**src/aopms_pkg.sv**
```systemverilog
package aopms_pkg;

  // ==========================================================================
  // Register map
  // ==========================================================================
  localparam logic [7:0]  CTRL_OFS        = 8'h00;
  localparam logic [7:0]  STATUS_OFS      = 8'h04;
  localparam logic [7:0]  RESULT_OFS      = 8'h08;
  localparam logic [7:0]  ADDR_MASK       = 8'hFC;

  // ==========================================================================
  // Control fields
  // ==========================================================================
  localparam int          CTRL_BYTE_ORDER = 0;
  localparam int          CTRL_CODING     = 1;
  localparam int          CTRL_IFACE      = 2;
  localparam int          CTRL_CLK_SRC    = 3;
  localparam int          CTRL_RD_TIMING  = 4;
  localparam int          CTRL_W          = 5;
  // Straight binary, little byte order, parallel, master, read after convert
  localparam logic [4:0]  CTRL_RESET      = 5'h02;

  // ==========================================================================
  // Status fields
  // ==========================================================================
  localparam int          STAT_STATE_LSB  = 0;
  localparam int          STAT_DIV_LSB    = 2;
  localparam int          STAT_PEND       = 4;
  localparam int          STAT_MASTER     = 5;
  localparam int          STAT_CNT_LSB    = 6;

  // ==========================================================================
  // Data and timing
  // ==========================================================================
  localparam int          RESULT_W        = 16;
  localparam int          CLK_PERIOD_NS   = 10;
  localparam int          SCLK_HIGH_MIN_NS = 15;
  // Least time rounds up to whole cycles
  localparam int          SCLK_HALF_CYC   = (SCLK_HIGH_MIN_NS + CLK_PERIOD_NS - 1) / CLK_PERIOD_NS;
  localparam int          DIV_CNT_W       = 5;

  typedef enum logic [1:0] {
    AOPMS_IDLE  = 2'b00,
    AOPMS_SHIFT = 2'b01,
    AOPMS_DONE  = 2'b11
  } aopms_state_e;

endpackage

```
**src/aopms_clk_div.sv**
```systemverilog
`timescale 1ns/1ps
module aopms_clk_div
  import aopms_pkg::*;
#(
  parameter int CNT_W = DIV_CNT_W
) (
  input  wire logic             pclk,
  input  wire logic             presetn,
  input  wire logic             run,
  input  wire logic [CNT_W-1:0] half_cycles,
  output logic                  tick
);

  // ==========================================================================
  // Half-period counter
  // ==========================================================================
  logic [CNT_W-1:0] cnt;
  logic [CNT_W-1:0] next_cnt;
  logic             next_tick;

  always_comb begin
    next_cnt  = cnt;
    next_tick = 1'b0;
    if (!run) begin
      next_cnt = '0;
    end else if (cnt == half_cycles - CNT_W'(1)) begin
      next_cnt  = '0;
      next_tick = 1'b1;
    end else begin
      next_cnt = cnt + CNT_W'(1);
    end
  end

  always_ff @(posedge pclk or negedge presetn) begin
    if (!presetn) begin
      cnt  <= '0;
      tick <= 1'b0;
    end else begin
      cnt  <= next_cnt;
      tick <= next_tick;
    end
  end

endmodule // aopms_clk_div

```
**src/aopms_output_port.sv**
```systemverilog
`timescale 1ns/1ps
// Function
// - Byte order high: low byte on top
// - Byte order low: low byte on bottom
// - Coding high: straight binary, unaltered
// - Coding low: invert MSB, twos complement
// - Interface low: parallel data port
// - Interface high: serial, other pins released
// - Pins 0 and 1 always drive bits
// - Parallel: pins 2 to 15 drive bits
// - Other serial modes: divide pins released, ignored
// - Source low: master drives serial clock
// - Source high: shift on host clock, gated
// - Divide codes slow clock by 1,2,4,8
// - Read timing low after, high during, master only; source high always reads after
module aopms_output_port
  import aopms_pkg::*;
#(
  parameter int DATA_W = RESULT_W
) (
  input  wire logic              pclk,
  input  wire logic              presetn,
  input  wire logic              psel,
  input  wire logic              penable,
  input  wire logic              pwrite,
  input  wire logic [7:0]        paddr,
  input  wire logic [31:0]       pwdata,
  output logic      [31:0]       prdata,
  output logic                   pready,
  output logic                   pslverr,
  input  wire logic [DATA_W-1:0] result_in,
  input  wire logic              result_valid,
  input  wire logic              conv_start,
  input  wire logic              cs_n,
  input  wire logic [DATA_W-1:0] d_in,
  output logic      [DATA_W-1:0] d_out,
  output logic      [DATA_W-1:0] d_oe,
  input  wire logic              serial_data_clk_in,
  output logic                   serial_data_clk_out,
  output logic                   serial_data_clk_oe,
  output logic                   serial_data_out,
  output logic                   serial_data_out_oe
);

  // ==========================================================================
  // Declarations
  // ==========================================================================
  logic [CTRL_W-1:0] ctrl;
  logic [CTRL_W-1:0] next_ctrl;
  logic [31:0]       next_prdata;
  logic [DATA_W-1:0] cur_res;
  logic [DATA_W-1:0] next_cur_res;
  logic [DATA_W-1:0] par_word;
  logic [DATA_W-1:0] next_par_word;
  logic [DATA_W-1:0] coded_res;
  logic              apb_wr;
  logic              apb_setup;
  logic              addr_ok;

  logic              byte_order_sel;
  logic              output_coding_sel;
  logic              interface_type_sel;
  logic              serial_clk_source_sel;
  logic              read_timing_sel;

  aopms_state_e      state;
  aopms_state_e      next_state;
  logic [DATA_W-1:0] shreg;
  logic [DATA_W-1:0] next_shreg;
  logic [4:0]        bit_cnt;
  logic [4:0]        next_bit_cnt;
  logic              sclk_lvl;
  logic              next_sclk_lvl;
  logic              pend;
  logic              next_pend;
  logic [DATA_W-1:0] pend_data;
  logic [DATA_W-1:0] next_pend_data;
  logic              master_frame;
  logic              next_master_frame;
  logic [1:0]        serial_clk_divide;
  logic [1:0]        next_serial_clk_divide;
  logic              ext_clk_q;
  logic              ext_rise;
  logic              load_ev;
  logic [DATA_W-1:0] load_data;
  logic              start;
  logic              tick;
  logic [DIV_CNT_W-1:0] half_cycles;

  // ==========================================================================
  // Mode decode
  // ==========================================================================
  assign byte_order_sel        = ctrl[CTRL_BYTE_ORDER];
  assign output_coding_sel     = ctrl[CTRL_CODING];
  assign interface_type_sel    = ctrl[CTRL_IFACE];
  assign serial_clk_source_sel = ctrl[CTRL_CLK_SRC];
  assign read_timing_sel       = ctrl[CTRL_RD_TIMING];

  // Coding is applied before the swap; the serial port and RESULT read get the coded word unswapped
  function automatic logic [DATA_W-1:0] fmt(input logic [DATA_W-1:0] r, input logic coding);
    logic [DATA_W-1:0] f;
    f = r;
    f[DATA_W-1] = r[DATA_W-1] ^ ~coding;
    return f;
  endfunction

  // ==========================================================================
  // APB slave
  // ==========================================================================
  // Zero wait states: read data are registered in the setup cycle
  assign pready    = 1'b1;
  assign apb_setup = psel & ~penable;
  assign apb_wr    = psel & penable & pwrite;
  assign addr_ok   = ((paddr & ADDR_MASK) == CTRL_OFS) ||
                     ((paddr & ADDR_MASK) == STATUS_OFS) ||
                     ((paddr & ADDR_MASK) == RESULT_OFS);
  assign pslverr   = psel & penable & ~addr_ok;

  always_comb begin
    next_ctrl   = ctrl;
    next_prdata = prdata;
    if (apb_wr && (paddr & ADDR_MASK) == CTRL_OFS) begin
      next_ctrl = pwdata[CTRL_W-1:0];
    end
    if (apb_setup) begin
      if ((paddr & ADDR_MASK) == CTRL_OFS) begin
        next_prdata = {27'h0, ctrl};
      end else if ((paddr & ADDR_MASK) == STATUS_OFS) begin
        next_prdata = 32'h00000000;
        next_prdata[STAT_STATE_LSB +: 2] = state;
        next_prdata[STAT_DIV_LSB +: 2]   = serial_clk_divide;
        next_prdata[STAT_PEND]           = pend;
        next_prdata[STAT_MASTER]         = master_frame;
        next_prdata[STAT_CNT_LSB +: 5]   = bit_cnt;
      end else if ((paddr & ADDR_MASK) == RESULT_OFS) begin
        next_prdata = {16'h0000, fmt(cur_res, output_coding_sel)};
      end else begin
        next_prdata = 32'h00000000;
      end
    end
  end

  always_ff @(posedge pclk or negedge presetn) begin
    if (!presetn) begin
      ctrl   <= CTRL_RESET;
      prdata <= 32'h00000000;
    end else begin
      ctrl   <= next_ctrl;
      prdata <= next_prdata;
    end
  end

  // ==========================================================================
  // Result capture and parallel word
  // ==========================================================================
  always_comb begin
    next_cur_res  = cur_res;
    if (result_valid) begin
      next_cur_res = result_in;
    end
    coded_res = fmt(next_cur_res, output_coding_sel);
    if (byte_order_sel) begin
      next_par_word = {coded_res[DATA_W/2-1:0], coded_res[DATA_W-1:DATA_W/2]};
    end else begin
      next_par_word = coded_res;
    end
  end

  always_ff @(posedge pclk or negedge presetn) begin
    if (!presetn) begin
      cur_res  <= '0;
      par_word <= '0;
    end else begin
      cur_res  <= next_cur_res;
      par_word <= next_par_word;
    end
  end

  // ==========================================================================
  // Data bus pins
  // ==========================================================================
  always_comb begin
    d_out = par_word;
    d_oe  = '0;
    d_oe[1:0] = 2'b11;
    if (!interface_type_sel) begin
      d_oe = '1;
    end else begin
      d_oe[DATA_W-1:2] = '0;
    end
  end

  // ==========================================================================
  // Serial clock source
  // ==========================================================================
  // Half period of 2 cycles gives a 40 ns period, inside the 30 to 45 ns window
  assign half_cycles = DIV_CNT_W'(SCLK_HALF_CYC) << serial_clk_divide;

  aopms_clk_div #(
    .CNT_W       (DIV_CNT_W)
  ) u_clk_div (
    .pclk        (pclk),
    .presetn     (presetn),
    .run         (state == AOPMS_SHIFT && master_frame),
    .half_cycles (half_cycles),
    .tick        (tick)
  );

  // Pins are synchronous, one flop is enough for edge detection
  always_ff @(posedge pclk or negedge presetn) begin
    if (!presetn) begin
      ext_clk_q <= 1'b0;
    end else begin
      ext_clk_q <= serial_data_clk_in;
    end
  end
  assign ext_rise = serial_data_clk_in & ~ext_clk_q;

  // ==========================================================================
  // Serial load event
  // ==========================================================================
  always_comb begin
    load_ev   = 1'b0;
    load_data = cur_res;
    if (serial_clk_source_sel) begin
      load_ev   = result_valid;
      load_data = result_in;
    end else if (read_timing_sel) begin
      load_ev   = conv_start;
      load_data = cur_res;
    end else begin
      load_ev   = result_valid;
      load_data = result_in;
    end
  end

  // Clock source, divide and coding are frozen per frame and change at the next start; pin enables follow ctrl at once
  assign start = interface_type_sel & pend & ~cs_n & (state == AOPMS_IDLE);

  // ==========================================================================
  // Serial shifter
  // ==========================================================================
  always_comb begin
    next_state             = state;
    next_shreg             = shreg;
    next_bit_cnt           = bit_cnt;
    next_sclk_lvl          = sclk_lvl;
    next_pend              = pend;
    next_pend_data         = pend_data;
    next_master_frame      = master_frame;
    next_serial_clk_divide = serial_clk_divide;
    if (start) begin
      next_pend = 1'b0;
    end
    // A new result arriving with the start is kept, not lost
    if (load_ev) begin
      next_pend      = 1'b1;
      next_pend_data = load_data;
    end
    case (state)
      AOPMS_IDLE: begin
        next_sclk_lvl = 1'b0;
        if (start) begin
          next_state        = AOPMS_SHIFT;
          next_shreg        = fmt(pend_data, output_coding_sel);
          next_bit_cnt      = 5'h00;
          next_master_frame = ~serial_clk_source_sel;
          if (!serial_clk_source_sel && !read_timing_sel) begin
            next_serial_clk_divide = {d_in[3], d_in[2]};
          end else begin
            next_serial_clk_divide = 2'h0;
          end
        end
      end
      AOPMS_SHIFT: begin
        if (cs_n) begin
          next_state    = AOPMS_IDLE;
          next_sclk_lvl = 1'b0;
        end else if (master_frame) begin
          if (tick) begin
            next_sclk_lvl = ~sclk_lvl;
            if (sclk_lvl) begin
              next_shreg   = {shreg[DATA_W-2:0], 1'b0};
              next_bit_cnt = bit_cnt + 5'h01;
              if (bit_cnt == 5'(DATA_W - 1)) begin
                next_state = AOPMS_DONE;
              end
            end
          end
        end else if (ext_rise) begin
          next_shreg   = {shreg[DATA_W-2:0], 1'b0};
          next_bit_cnt = bit_cnt + 5'h01;
          if (bit_cnt == 5'(DATA_W - 1)) begin
            next_state = AOPMS_DONE;
          end
        end
      end
      AOPMS_DONE: begin
        next_sclk_lvl = 1'b0;
        if (cs_n) begin
          next_state = AOPMS_IDLE;
        end
      end
      default: begin
        next_state = AOPMS_IDLE;
      end
    endcase
  end

  always_ff @(posedge pclk or negedge presetn) begin
    if (!presetn) begin
      state             <= AOPMS_IDLE;
      shreg             <= '0;
      bit_cnt           <= 5'h00;
      sclk_lvl          <= 1'b0;
      pend              <= 1'b0;
      pend_data         <= '0;
      master_frame      <= 1'b0;
      serial_clk_divide <= 2'h0;
    end else begin
      state             <= next_state;
      shreg             <= next_shreg;
      bit_cnt           <= next_bit_cnt;
      sclk_lvl          <= next_sclk_lvl;
      pend              <= next_pend;
      pend_data         <= next_pend_data;
      master_frame      <= next_master_frame;
      serial_clk_divide <= next_serial_clk_divide;
    end
  end

  // ==========================================================================
  // Serial pins
  // ==========================================================================
  // Master data change on the falling edge so the host samples on the rising one; on the host clock data shift at its rising edge
  assign serial_data_out     = shreg[DATA_W-1];
  assign serial_data_out_oe  = interface_type_sel & ~cs_n;
  assign serial_data_clk_out = sclk_lvl;
  assign serial_data_clk_oe  = interface_type_sel & ~serial_clk_source_sel & ~cs_n;

endmodule // aopms_output_port

```
**config.mk**
```make
export PLATFORM = sky130hd
export DESIGN_NAME = aopms_output_port
export DESIGN_NICKNAME = d
export VERILOG_FILES = /design/src/aopms_pkg.sv /design/src/aopms_clk_div.sv /design/src/aopms_output_port.sv
export SDC_FILE = /design/constraint.sdc
export NUM_CORES = 1
export LEC_CHECK = 0
export ABC_CLOCK_PERIOD_IN_PS = 2009
export BUFFER_PORTS_ARGS = -buffer_cell sky130_fd_sc_hd__clkbuf_2
export CAP_MARGIN = 20
export CORE_MARGIN = 1
export CORE_UTILIZATION = 35
export DETAILED_ROUTE_END_ITERATION = 8
export PLACE_DENSITY_LB_ADDON = 0.25
export RECOVER_POWER = 100
export REMOVE_ABC_BUFFERS = 1
export SETUP_SLACK_MARGIN = 0.05
export SLEW_MARGIN = 20
export SYNTH_ARGS = -nofsm -noshare
export SYNTH_HDL_FRONTEND = slang
export SYNTH_SLANG_ARGS = --single-unit
```
**constraint.sdc**
```tcl
create_clock -name pclk -period 2.01 [get_ports pclk]
set_input_delay 0 -clock pclk [delete_from_list [all_inputs] [get_ports pclk]]
set_output_delay 0 -clock pclk [all_outputs]
set_load 0.01 [all_outputs]
```
Word-level counts from Yosys, hierarchy flattened
Index checks and enable logic that the tools add are counted.
{ "classes": {"add_sub_neg": 3, "n_mul": 0, "div": 0, "order_cmp": 0, "n_eq_ne": 17, "shift": 1, "mux": 44, "n_bitwise": 21, "n_reduce_logical": 17} }
{ "ops": {"columns": ["op", "count"], "rows": [
  ["two-way mux 16 bit", 11],
  ["two-way mux 32 bit", 2],
  ["two-way mux 5 bit", 8],
  ["one-hot mux 16 bit (2 select lines)", 1],
  ["two-way mux 2 bit", 9],
  ["two-way mux 14 bit", 1],
  ["bitwise AND 1 bit", 11],
  ["adder 5 x 1 -> 5 bit (second input constant)", 2],
  ["one-hot mux 5 bit (2 select lines)", 1],
  ["two-way mux 1 bit", 9],
  ["inequality test 3 bit (second input constant)", 3],
  ["logical NOT 8 bit", 1],
  ["inequality test 4 bit (second input constant)", 2],
  ["NOT 1 bit", 7],
  ["equality test 6 x 1 -> 1 bit (second input constant)", 1],
  ["equality test 6 x 2 -> 1 bit (second input constant)", 1],
  ["inequality test 2 bit (second input constant)", 3],
  ["inequality test 3 x 2 -> 1 bit (second input constant)", 2],
  ["one-hot mux 2 bit (3 select lines)", 1],
  ["AND reduction 6 bit", 1],
  ["nonzero test 2 bit", 3],
  ["equality test 5 x 4 -> 1 bit (second input constant)", 1],
  ["equality test 5 bit", 1],
  ["AND reduction 5 bit", 1],
  ["14 further kinds", 20]
]} }
{ "totals": {"ff_bits": 120, "latch_bits": 0, "ramBits": 0, "mem_bits_ro": 0, "in_bits": 81, "out_inout_bits": 70, "mem_count": 0} }

Logic depth before layout (Yosys ltp)
Gate-level depths: netlist of run 1.
{ "depth": {"word_depth": 7, "ltp_mapped": 8, "ltp_nobuf": 6} }

By module
Synthesis of run 1 repeated with hierarchy kept, for this count alone.
{ "unflattened": {"hier_cells": 505, "hier_area_um2": 5093.6} }
{ "by_module_without_submodules": {"columns": ["module", "instances", "cells_per_inst", "area_per_inst_um2", "seq_area_each_um2"], "rows": [
  ["aopms_output_port", 1, 466, 4715.8, 2453.6],
  ["aopms_clk_div", 1, 39, 377.9, 150.1]
]} }

Least setup slack after synthesis of run 1
Ideal clock, no wire load.
{ "synth_path": {"kind": "register -> register", "start": "register state[1]", "end": "register bit_cnt[3]", "arrival_ns": 1.625, "slack_ns": 0.258, "stages_incl_launch_ff": 9, "n_path_buf": 2, "path_cell_list": "dfrtp_1 -> inv_1 -> ha_1 -> buf_2 -> nand2_1 -> a21o_1 -> clkbuf_1 -> nand3_1 -> mux2i_1"} }
{ "synth_via": {"elab_chain_len": 4} }
{ "synth_rtl": {"columns": ["element", "line", "text"], "rows": [
  ["start, declared", "aopms_output_port.sv:66", "aopms_state_e state;"],
  ["start signal, assigned", "aopms_output_port.sv:321", "state <= next_state;"],
  ["logical NOT 2 bit", "aopms_output_port.sv:238, aopms_output_port.sv:260", null],
  ["bitwise AND 1 bit", "aopms_output_port.sv:238", "assign start = interface_type_sel & pend & ~cs_n & (state == AOPMS_IDLE);"],
  ["inequality test 2 bit (no source line)", null, null],
  ["AND reduction 6 bit (no source line)", null, null],
  ["end signal, assigned", "aopms_output_port.sv:323", "bit_cnt <= next_bit_cnt;"],
  ["end, declared", "aopms_output_port.sv:70", "logic [4:0] bit_cnt;"]
]} }
Parallel ways exist; a longest one is shown, timed or not.
A chain may end at the register's enable or synchronous reset.

Final worst setup path of run 1
{ "layout_path": {"start": "register state[1]", "end": "register bit_cnt[0]"} }
The elaborated chain is that of the path after synthesis.

==> reports/results.ini, run 1 <==
[outcome]
status=completed

[logic_synthesis]
synth-xor-area-share_pct=1.23
ys_seq_elements=104
avgSynthCellArea_um2=10.3
synth_top_family_by_area=simple AND/OR/NAND/NOR gates
ys.warnings.count=0
async_flop_share_pct=100
synth-simple-area-share_pct=13.4
ys_types=44
synth_adder_area_share_pct=1.75
synthMuxAreaShare_pct=13.1
synthCells=485
ys.flop_type=dfrtp_1
syn_area_mm2=0.00500
synth_compound_area_share_pct=10.8
ys_seq_area_share_pct=52.0
synth_edf_count=0

[sta]
hold_violations=0
max_slew_margin_pct=16.3
rsz0062_at_grt=yes
fin_crit_ns=1.86
period_share_pct=92.6
tightest_slew_ns=1.26
setup_violations=0
slew_violations=0
max_freq_mhz=538
worst_slack_ns=0.150
skew_ns=0.00877

[final_layout]
nFillCells=1397
final_area_mm2=0.00604
syn2layout_area_growth_pct=20.6
fin_cells=769
regArea_mm2=0.00260
multi_input_area_mm2=0.00209
utilization_pct=43.3
nNetsFinal=672
antenna-diode-count=0
layout-drive-gt1-share_pct=13.2

[setup_path]
cp-end-kind=flop
worstSetupPathType=reg -> reg
r2r-start=state[1]
r2r_end=bit_cnt[0]
reg2reg_slack_ns=0.15
cp.required_ns=2.24
worstRegToRegCells=6
critPathLaunchType=flop
cp_max_fo=5
cp.arrival_ns=2.09

[place]
placed_cells_incl_taps=727
port_buffers=88
hpwl_um=8280
place.gp.congestion=0.797
placed_area_mm2=0.00552
place_ws_ns=0.0756

[die]
core_area_mm2=0.0139
initial_core_util_pct=35.9
row_count=43
io_pins=151
die_w_um=122
fp.dieH_um=122
die-area_mm2=0.0148

[clock_tree]
cts_tree=yes
root_buffer=clkbuf_16
clk_latency_ns=0.35
clkTransAtPathRegs_ns=0.07
clk_path_buf_depth=2
cts_inserted_buffers=9
htreeDepth=3
cts_sinks=104

[routing]
dr_wl_met3_um=442
drcViolationCount=0
via_count=3675
maxUsedRoutingLayer=met4
antenna_left=0
wire_per_inst_um=15.0
wl_um=11500
met2RoutedLength_um=5270
drt_iter0_markers=213
via_per_inst=4.78
first_pass_iters=5
wl_met1_um=5590

[worst_hold_path]
worstHoldEndpoint=serial_data_clk_out
hp-start=cs_n
hp-class=in -> reg
worstHoldPathCells=2

[global_routing]
grt_pass1_wl_um=18300
grt_usage_pct=16.5
grt_pass1_vias=3541
antenna_found_initial=0
overflow=0
grt_start_max_net_pins=49

[pwr]
ir_drop_mv=0.533
powerDensity_mw_per_mm2=1020
p_leak_uw=0.00277

[job]
cap_viol_max_count=0

==> registers in the layout (all words and copies together) (netlist names) <==
register	flops
cur_res	16
d_out	16
pend_data	16
prdata	16
shreg	16
bit_cnt	5
ctrl	5
u_clk_div.cnt	5
serial_clk_divide	2
state	2
ext_clk_q	1
master_frame	1
pend	1
serial_data_clk_out	1
u_clk_div.tick	1
==> cells in the final DEF (no fill, tap or decap), types with 20 or more instances in the layout <==
cell type / instances
clkbuf_1: 57
nor2_1: 52
dlygate4sd3_1: 25
dfrtp_1: 103
nand2_1: 51
o21ai_0: 41
a21oi_1: 20
clkbuf_2: 37
mux2i_1: 35
==> power breakdown <==
part | leakage, uW | switching [uW] | internal, uW
combinational | 0.00133 | 846 | 663
sequential | 0.00129 | 265 | 2450
clock | 0.000159 | 763 | 1160
total | 0.00277 | 1870 | 4270
==> worst max-delay path: stages (launching register included) <==
cell and delay, ns:
dfrtp_1 0.43, inv_1 0.11, ha_1 0.21, nand4b_1 0.19, a32oi_4 0.30, nand2_2 0.17, mux2_1 0.34
==> routing by layer <==
| metal | track usage [%] | up-vias |
|---|---|---|
| met3 | 2.06 | 12 |
| li1 | - | 1811 |
| met4 | 8.10 | 0 |
| met1 | 23.2 | 1765 |
| met5 | 0 | - |
| met2 | 25.2 | 87 |
==> through the flow <==
stage                     setup TNS, ns  hold WS (ns)  total power (uW)
after floorplan                  -25.71        -0.296              3690
after global placement                0        0.0494              4170
after detailed placement              0        0.0685              4240
after CTS                             0        0.0250              6220
after global routing                  0        0.0498              6510
final                                 0        0.0293              6150
==> kinds of logic after synthesis <==
| group | after synthesis |
|---|---|
| AOI/OAI and AO/OA | 93 |
| muxes | 62 |
| xor gates and xnor gates | 7 |
| other | 2 |
| buffers and inverters | 65 |
| and+or+nand+nor | 145 |
| DFF | 104 |
| adders and majority gates | 7 |
==> how the worst max path moves through the flow <==
stage                        start    endpoint  cells past startpoint
after detailed placement  state[1]    shreg[7]                      7
final                     state[1]  bit_cnt[0]                      6
after floorplan           state[1]  bit_cnt[0]                      6
after CTS                 state[1]    shreg[7]                      7
after global placement    state[1]   shreg[14]                      7
after global routing      state[1]    shreg[7]                      7
==> Yosys cell counts, drive strengths merged, types with 2 or more instances <==
cell type	number	area (um2)
ha	7	87.6
nand2b	8	50.1
a31oi	15	93.8
clkbuf	12	45.0
buf	47	317
conb	2	7.51
nor2	52	195
nand3b	3	22.5
xnor2	3	26.3
mux2i	36	360
nand3	4	20.0
inv	5	18.8
a21oi	20	100
nor4	2	18.8
or2	2	12.5
nor3b	2	15.0
mux2	26	293
o21ai	41	205
nor3	5	25.0
a22oi	11	82.6
xor2	4	35.0
nand2	52	198
dfrtp	103	2580
and3	2	12.5
nor2b	7	43.8
==> final cells by class <==
type	count	area share [%]
flip-flops and latches	104	43.1
multi-input cells	333	34.6
repair buffers	130	12.7
clock buffers	12	4.25
well taps	180	3.73
clock inverters	4	1.26
inverters	6	0.373
==> what timing repair did <==
item | CTS | global route
hold buffers | 25 | 0
hold endpoints to repair | 83 | 0
buffers inserted | 0 | 1
gates resized for setup | 0 | 3
setup endpoints to repair | 0 | 17
No activity file was read; power rests on OpenSTA's default activity.
==> run 2, diff against run 1 <==
--- a/config.mk
+++ b/config.mk
@@ -9,12 +9,12 @@
 export BUFFER_PORTS_ARGS = -buffer_cell sky130_fd_sc_hd__clkbuf_2
 export CAP_MARGIN = 20
 export CORE_MARGIN = 1
-export CORE_UTILIZATION = 35
+export CORE_UTILIZATION = 52
 export DETAILED_ROUTE_END_ITERATION = 8
 export PLACE_DENSITY_LB_ADDON = 0.25
 export RECOVER_POWER = 100
 export REMOVE_ABC_BUFFERS = 1
-export SETUP_SLACK_MARGIN = 0.05
+export SETUP_SLACK_MARGIN = 0.3
 export SLEW_MARGIN = 20
 export SYNTH_ARGS = -nofsm -noshare
 export SYNTH_HDL_FRONTEND = slang
==> reports/results.ini, run 2 (synthesized netlist as in run 1, its figures left out) <==
[final_layout]
fin_cells=723
mostFrequentLayoutCells=dfrtp_1 (103), clkbuf_1 (59), nor2_1 (52), nand2_1 (52), o21ai_0 (41)
final_area_mm2=0.00589
antenna-diode-count=0
nNetsFinal=679
utilization_pct=63.4
syn2layout_area_growth_pct=17.6
layout-drive-gt1-share_pct=13.6
mostFrequentLayoutCell=dfrtp_1

[sta]
period_share_pct=88.8
tightest_slew_ns=1.07
fin_crit_ns=1.79
hold_violations=0
rsz0062_at_grt=yes
holdWs_ns=0.101
tns_ns=0
max_slew_margin_pct=28.7
max_freq_mhz=560
skew_ns=0.0139
setup_violations=0
slew_violations=0

[setup_path]
reg2reg_slack_ns=0.22
cp-end-kind=flop
worstRegToRegCells=6
crit_start=state[1]
endpoint=shreg[15]
r2r-start=state[1]
cp.arrival_ns=2.04
r2r_end=shreg[15]
cp_max_fo=5
cp.required_ns=2.27
worstSetupPathType=reg -> reg
critPathLaunchType=flop

[die]
row_count=35
initial_core_util_pct=53.9
fp.dieH_um=100
die_w_um=100
io_pins=151
core_area_mm2=0.00928
die-area_mm2=0.0100

[pwr]
switchingPower_uw=1820
powerDensity_mw_per_mm2=968
power_frac_clock_pct=24.7
p_leak_uw=0.00274
netSwitchingFraction_pct=32.0
ir_drop_mv=0.441
power.internal_uw=3880
p_seq_share_pct=47.3
comb_power_share_pct=28.0

[routing]
drt_iter0_markers=213
wl_um=11200
first_pass_iters=7
antenna_left=0
wire_per_inst_um=15.5
via_per_inst=5.32
via_count=3849
drcViolationCount=0

[global_routing]
grt_usage_pct=23.3
antenna_found_initial=0
met1_usage_pct=32.9
use_met2_pct=37.2
grt_pass1_vias=3626
busiest_layer=met2
grt_start_max_net_pins=45
overflow=0
met3_usage_pct=3.69
grt_pass1_wl_um=17900

[job]
cap_viol_max_count=0

[clock_tree]
clk_path_buf_depth=2
clk_latency_ns=0.37
htreeDepth=3
cts_sinks=104
root_buffer=clkbuf_8
clkTransAtPathRegs_ns=0.09
cts_tree=yes
cts_inserted_buffers=9

[outcome]
status=completed

[place]
placed_area_mm2=0.00546
place.gp.congestion=0.874
port_buffers=88
placed_cells_incl_taps=676
hpwl_um=7640

[worst_hold_path]
hp-class=in -> reg

==> run 2: cell count changes in the layout (fill, tap and decap cells not counted), sizes merged <==
cell,change
dlygate4sd3,+1
buf,+3
clkinv,-1
clkbuf,+2
==> run 2: power by group through the flow <==
stage | registers [uW] | clock network, uW | logic (uW)
final | 2700 | 1410 | 1590
after global routing | 2740 | 1510 | 1770
after CTS | 2690 | 1420 | 1610
after detailed placement | 2740 | 0 | 1460
after global placement | 2720 | 0 | 1420
after floorplan | 2700 | 0 | 994
==> run 2: per-stage QoR <==
step | setup WS (ns) | power (uW)
after global placement | 0.227 | 4140
after floorplan | -0.875 | 3690
after detailed placement | 0.133 | 4210
final | 0.225 | 5700
after global routing | 0.131 | 6010
after CTS | 0.300 | 5730
==> run 2: cell type report <==
class | count | area, um2
Fill cell | 796 | 3400
Sequential cell | 104 | 2600
Inverter | 6 | 22.5
Tap cell | 129 | 161
Timing Repair Buffer | 137 | 802
Clock inverter | 3 | 67.6
Multi-Input combinational cell | 333 | 2090
Clock buffer | 11 | 141
==> run 2: repair_timing <==
item	4_1_cts	5_1_grt
buffers inserted	4	2
pin swaps	2	1
hold buffers	26	0
endpoints found under the hold margin	83	0
gates cloned	1	0
gates resized for setup	8	5
setup endpoints to repair	19	20
==> run 2: per-layer routing <==
layer | vias up | wire [um]
met5 | - | 0
met2 | 139 | 5360
met3 | 14 | 588
li1 | 1817 | -
met4 | 0 | 155
met1 | 1879 | 5090
==> run 2: worst min path at each step <==
stage                     startpoint    endpoint  slack, ns  cells after the start
final                           psel   prdata[5]       0.10                      3
after global placement       presetn   prdata[8]       0.03                      1
after CTS                 conv_start        pend       0.08                      4
after global routing            psel   prdata[6]       0.12                      3
after detailed placement     presetn   prdata[8]       0.03                      1
after floorplan              presetn  bit_cnt[0]      -0.30                      0
==> run 2: worst max-delay path: stages (launching register included) <==
cell and delay (ns):
dfrtp_1 0.41, inv_2 0.09, ha_1 0.23, nand4b_1 0.16, a32oi_2 0.22, nand2_1 0.22, mux2_1 0.36
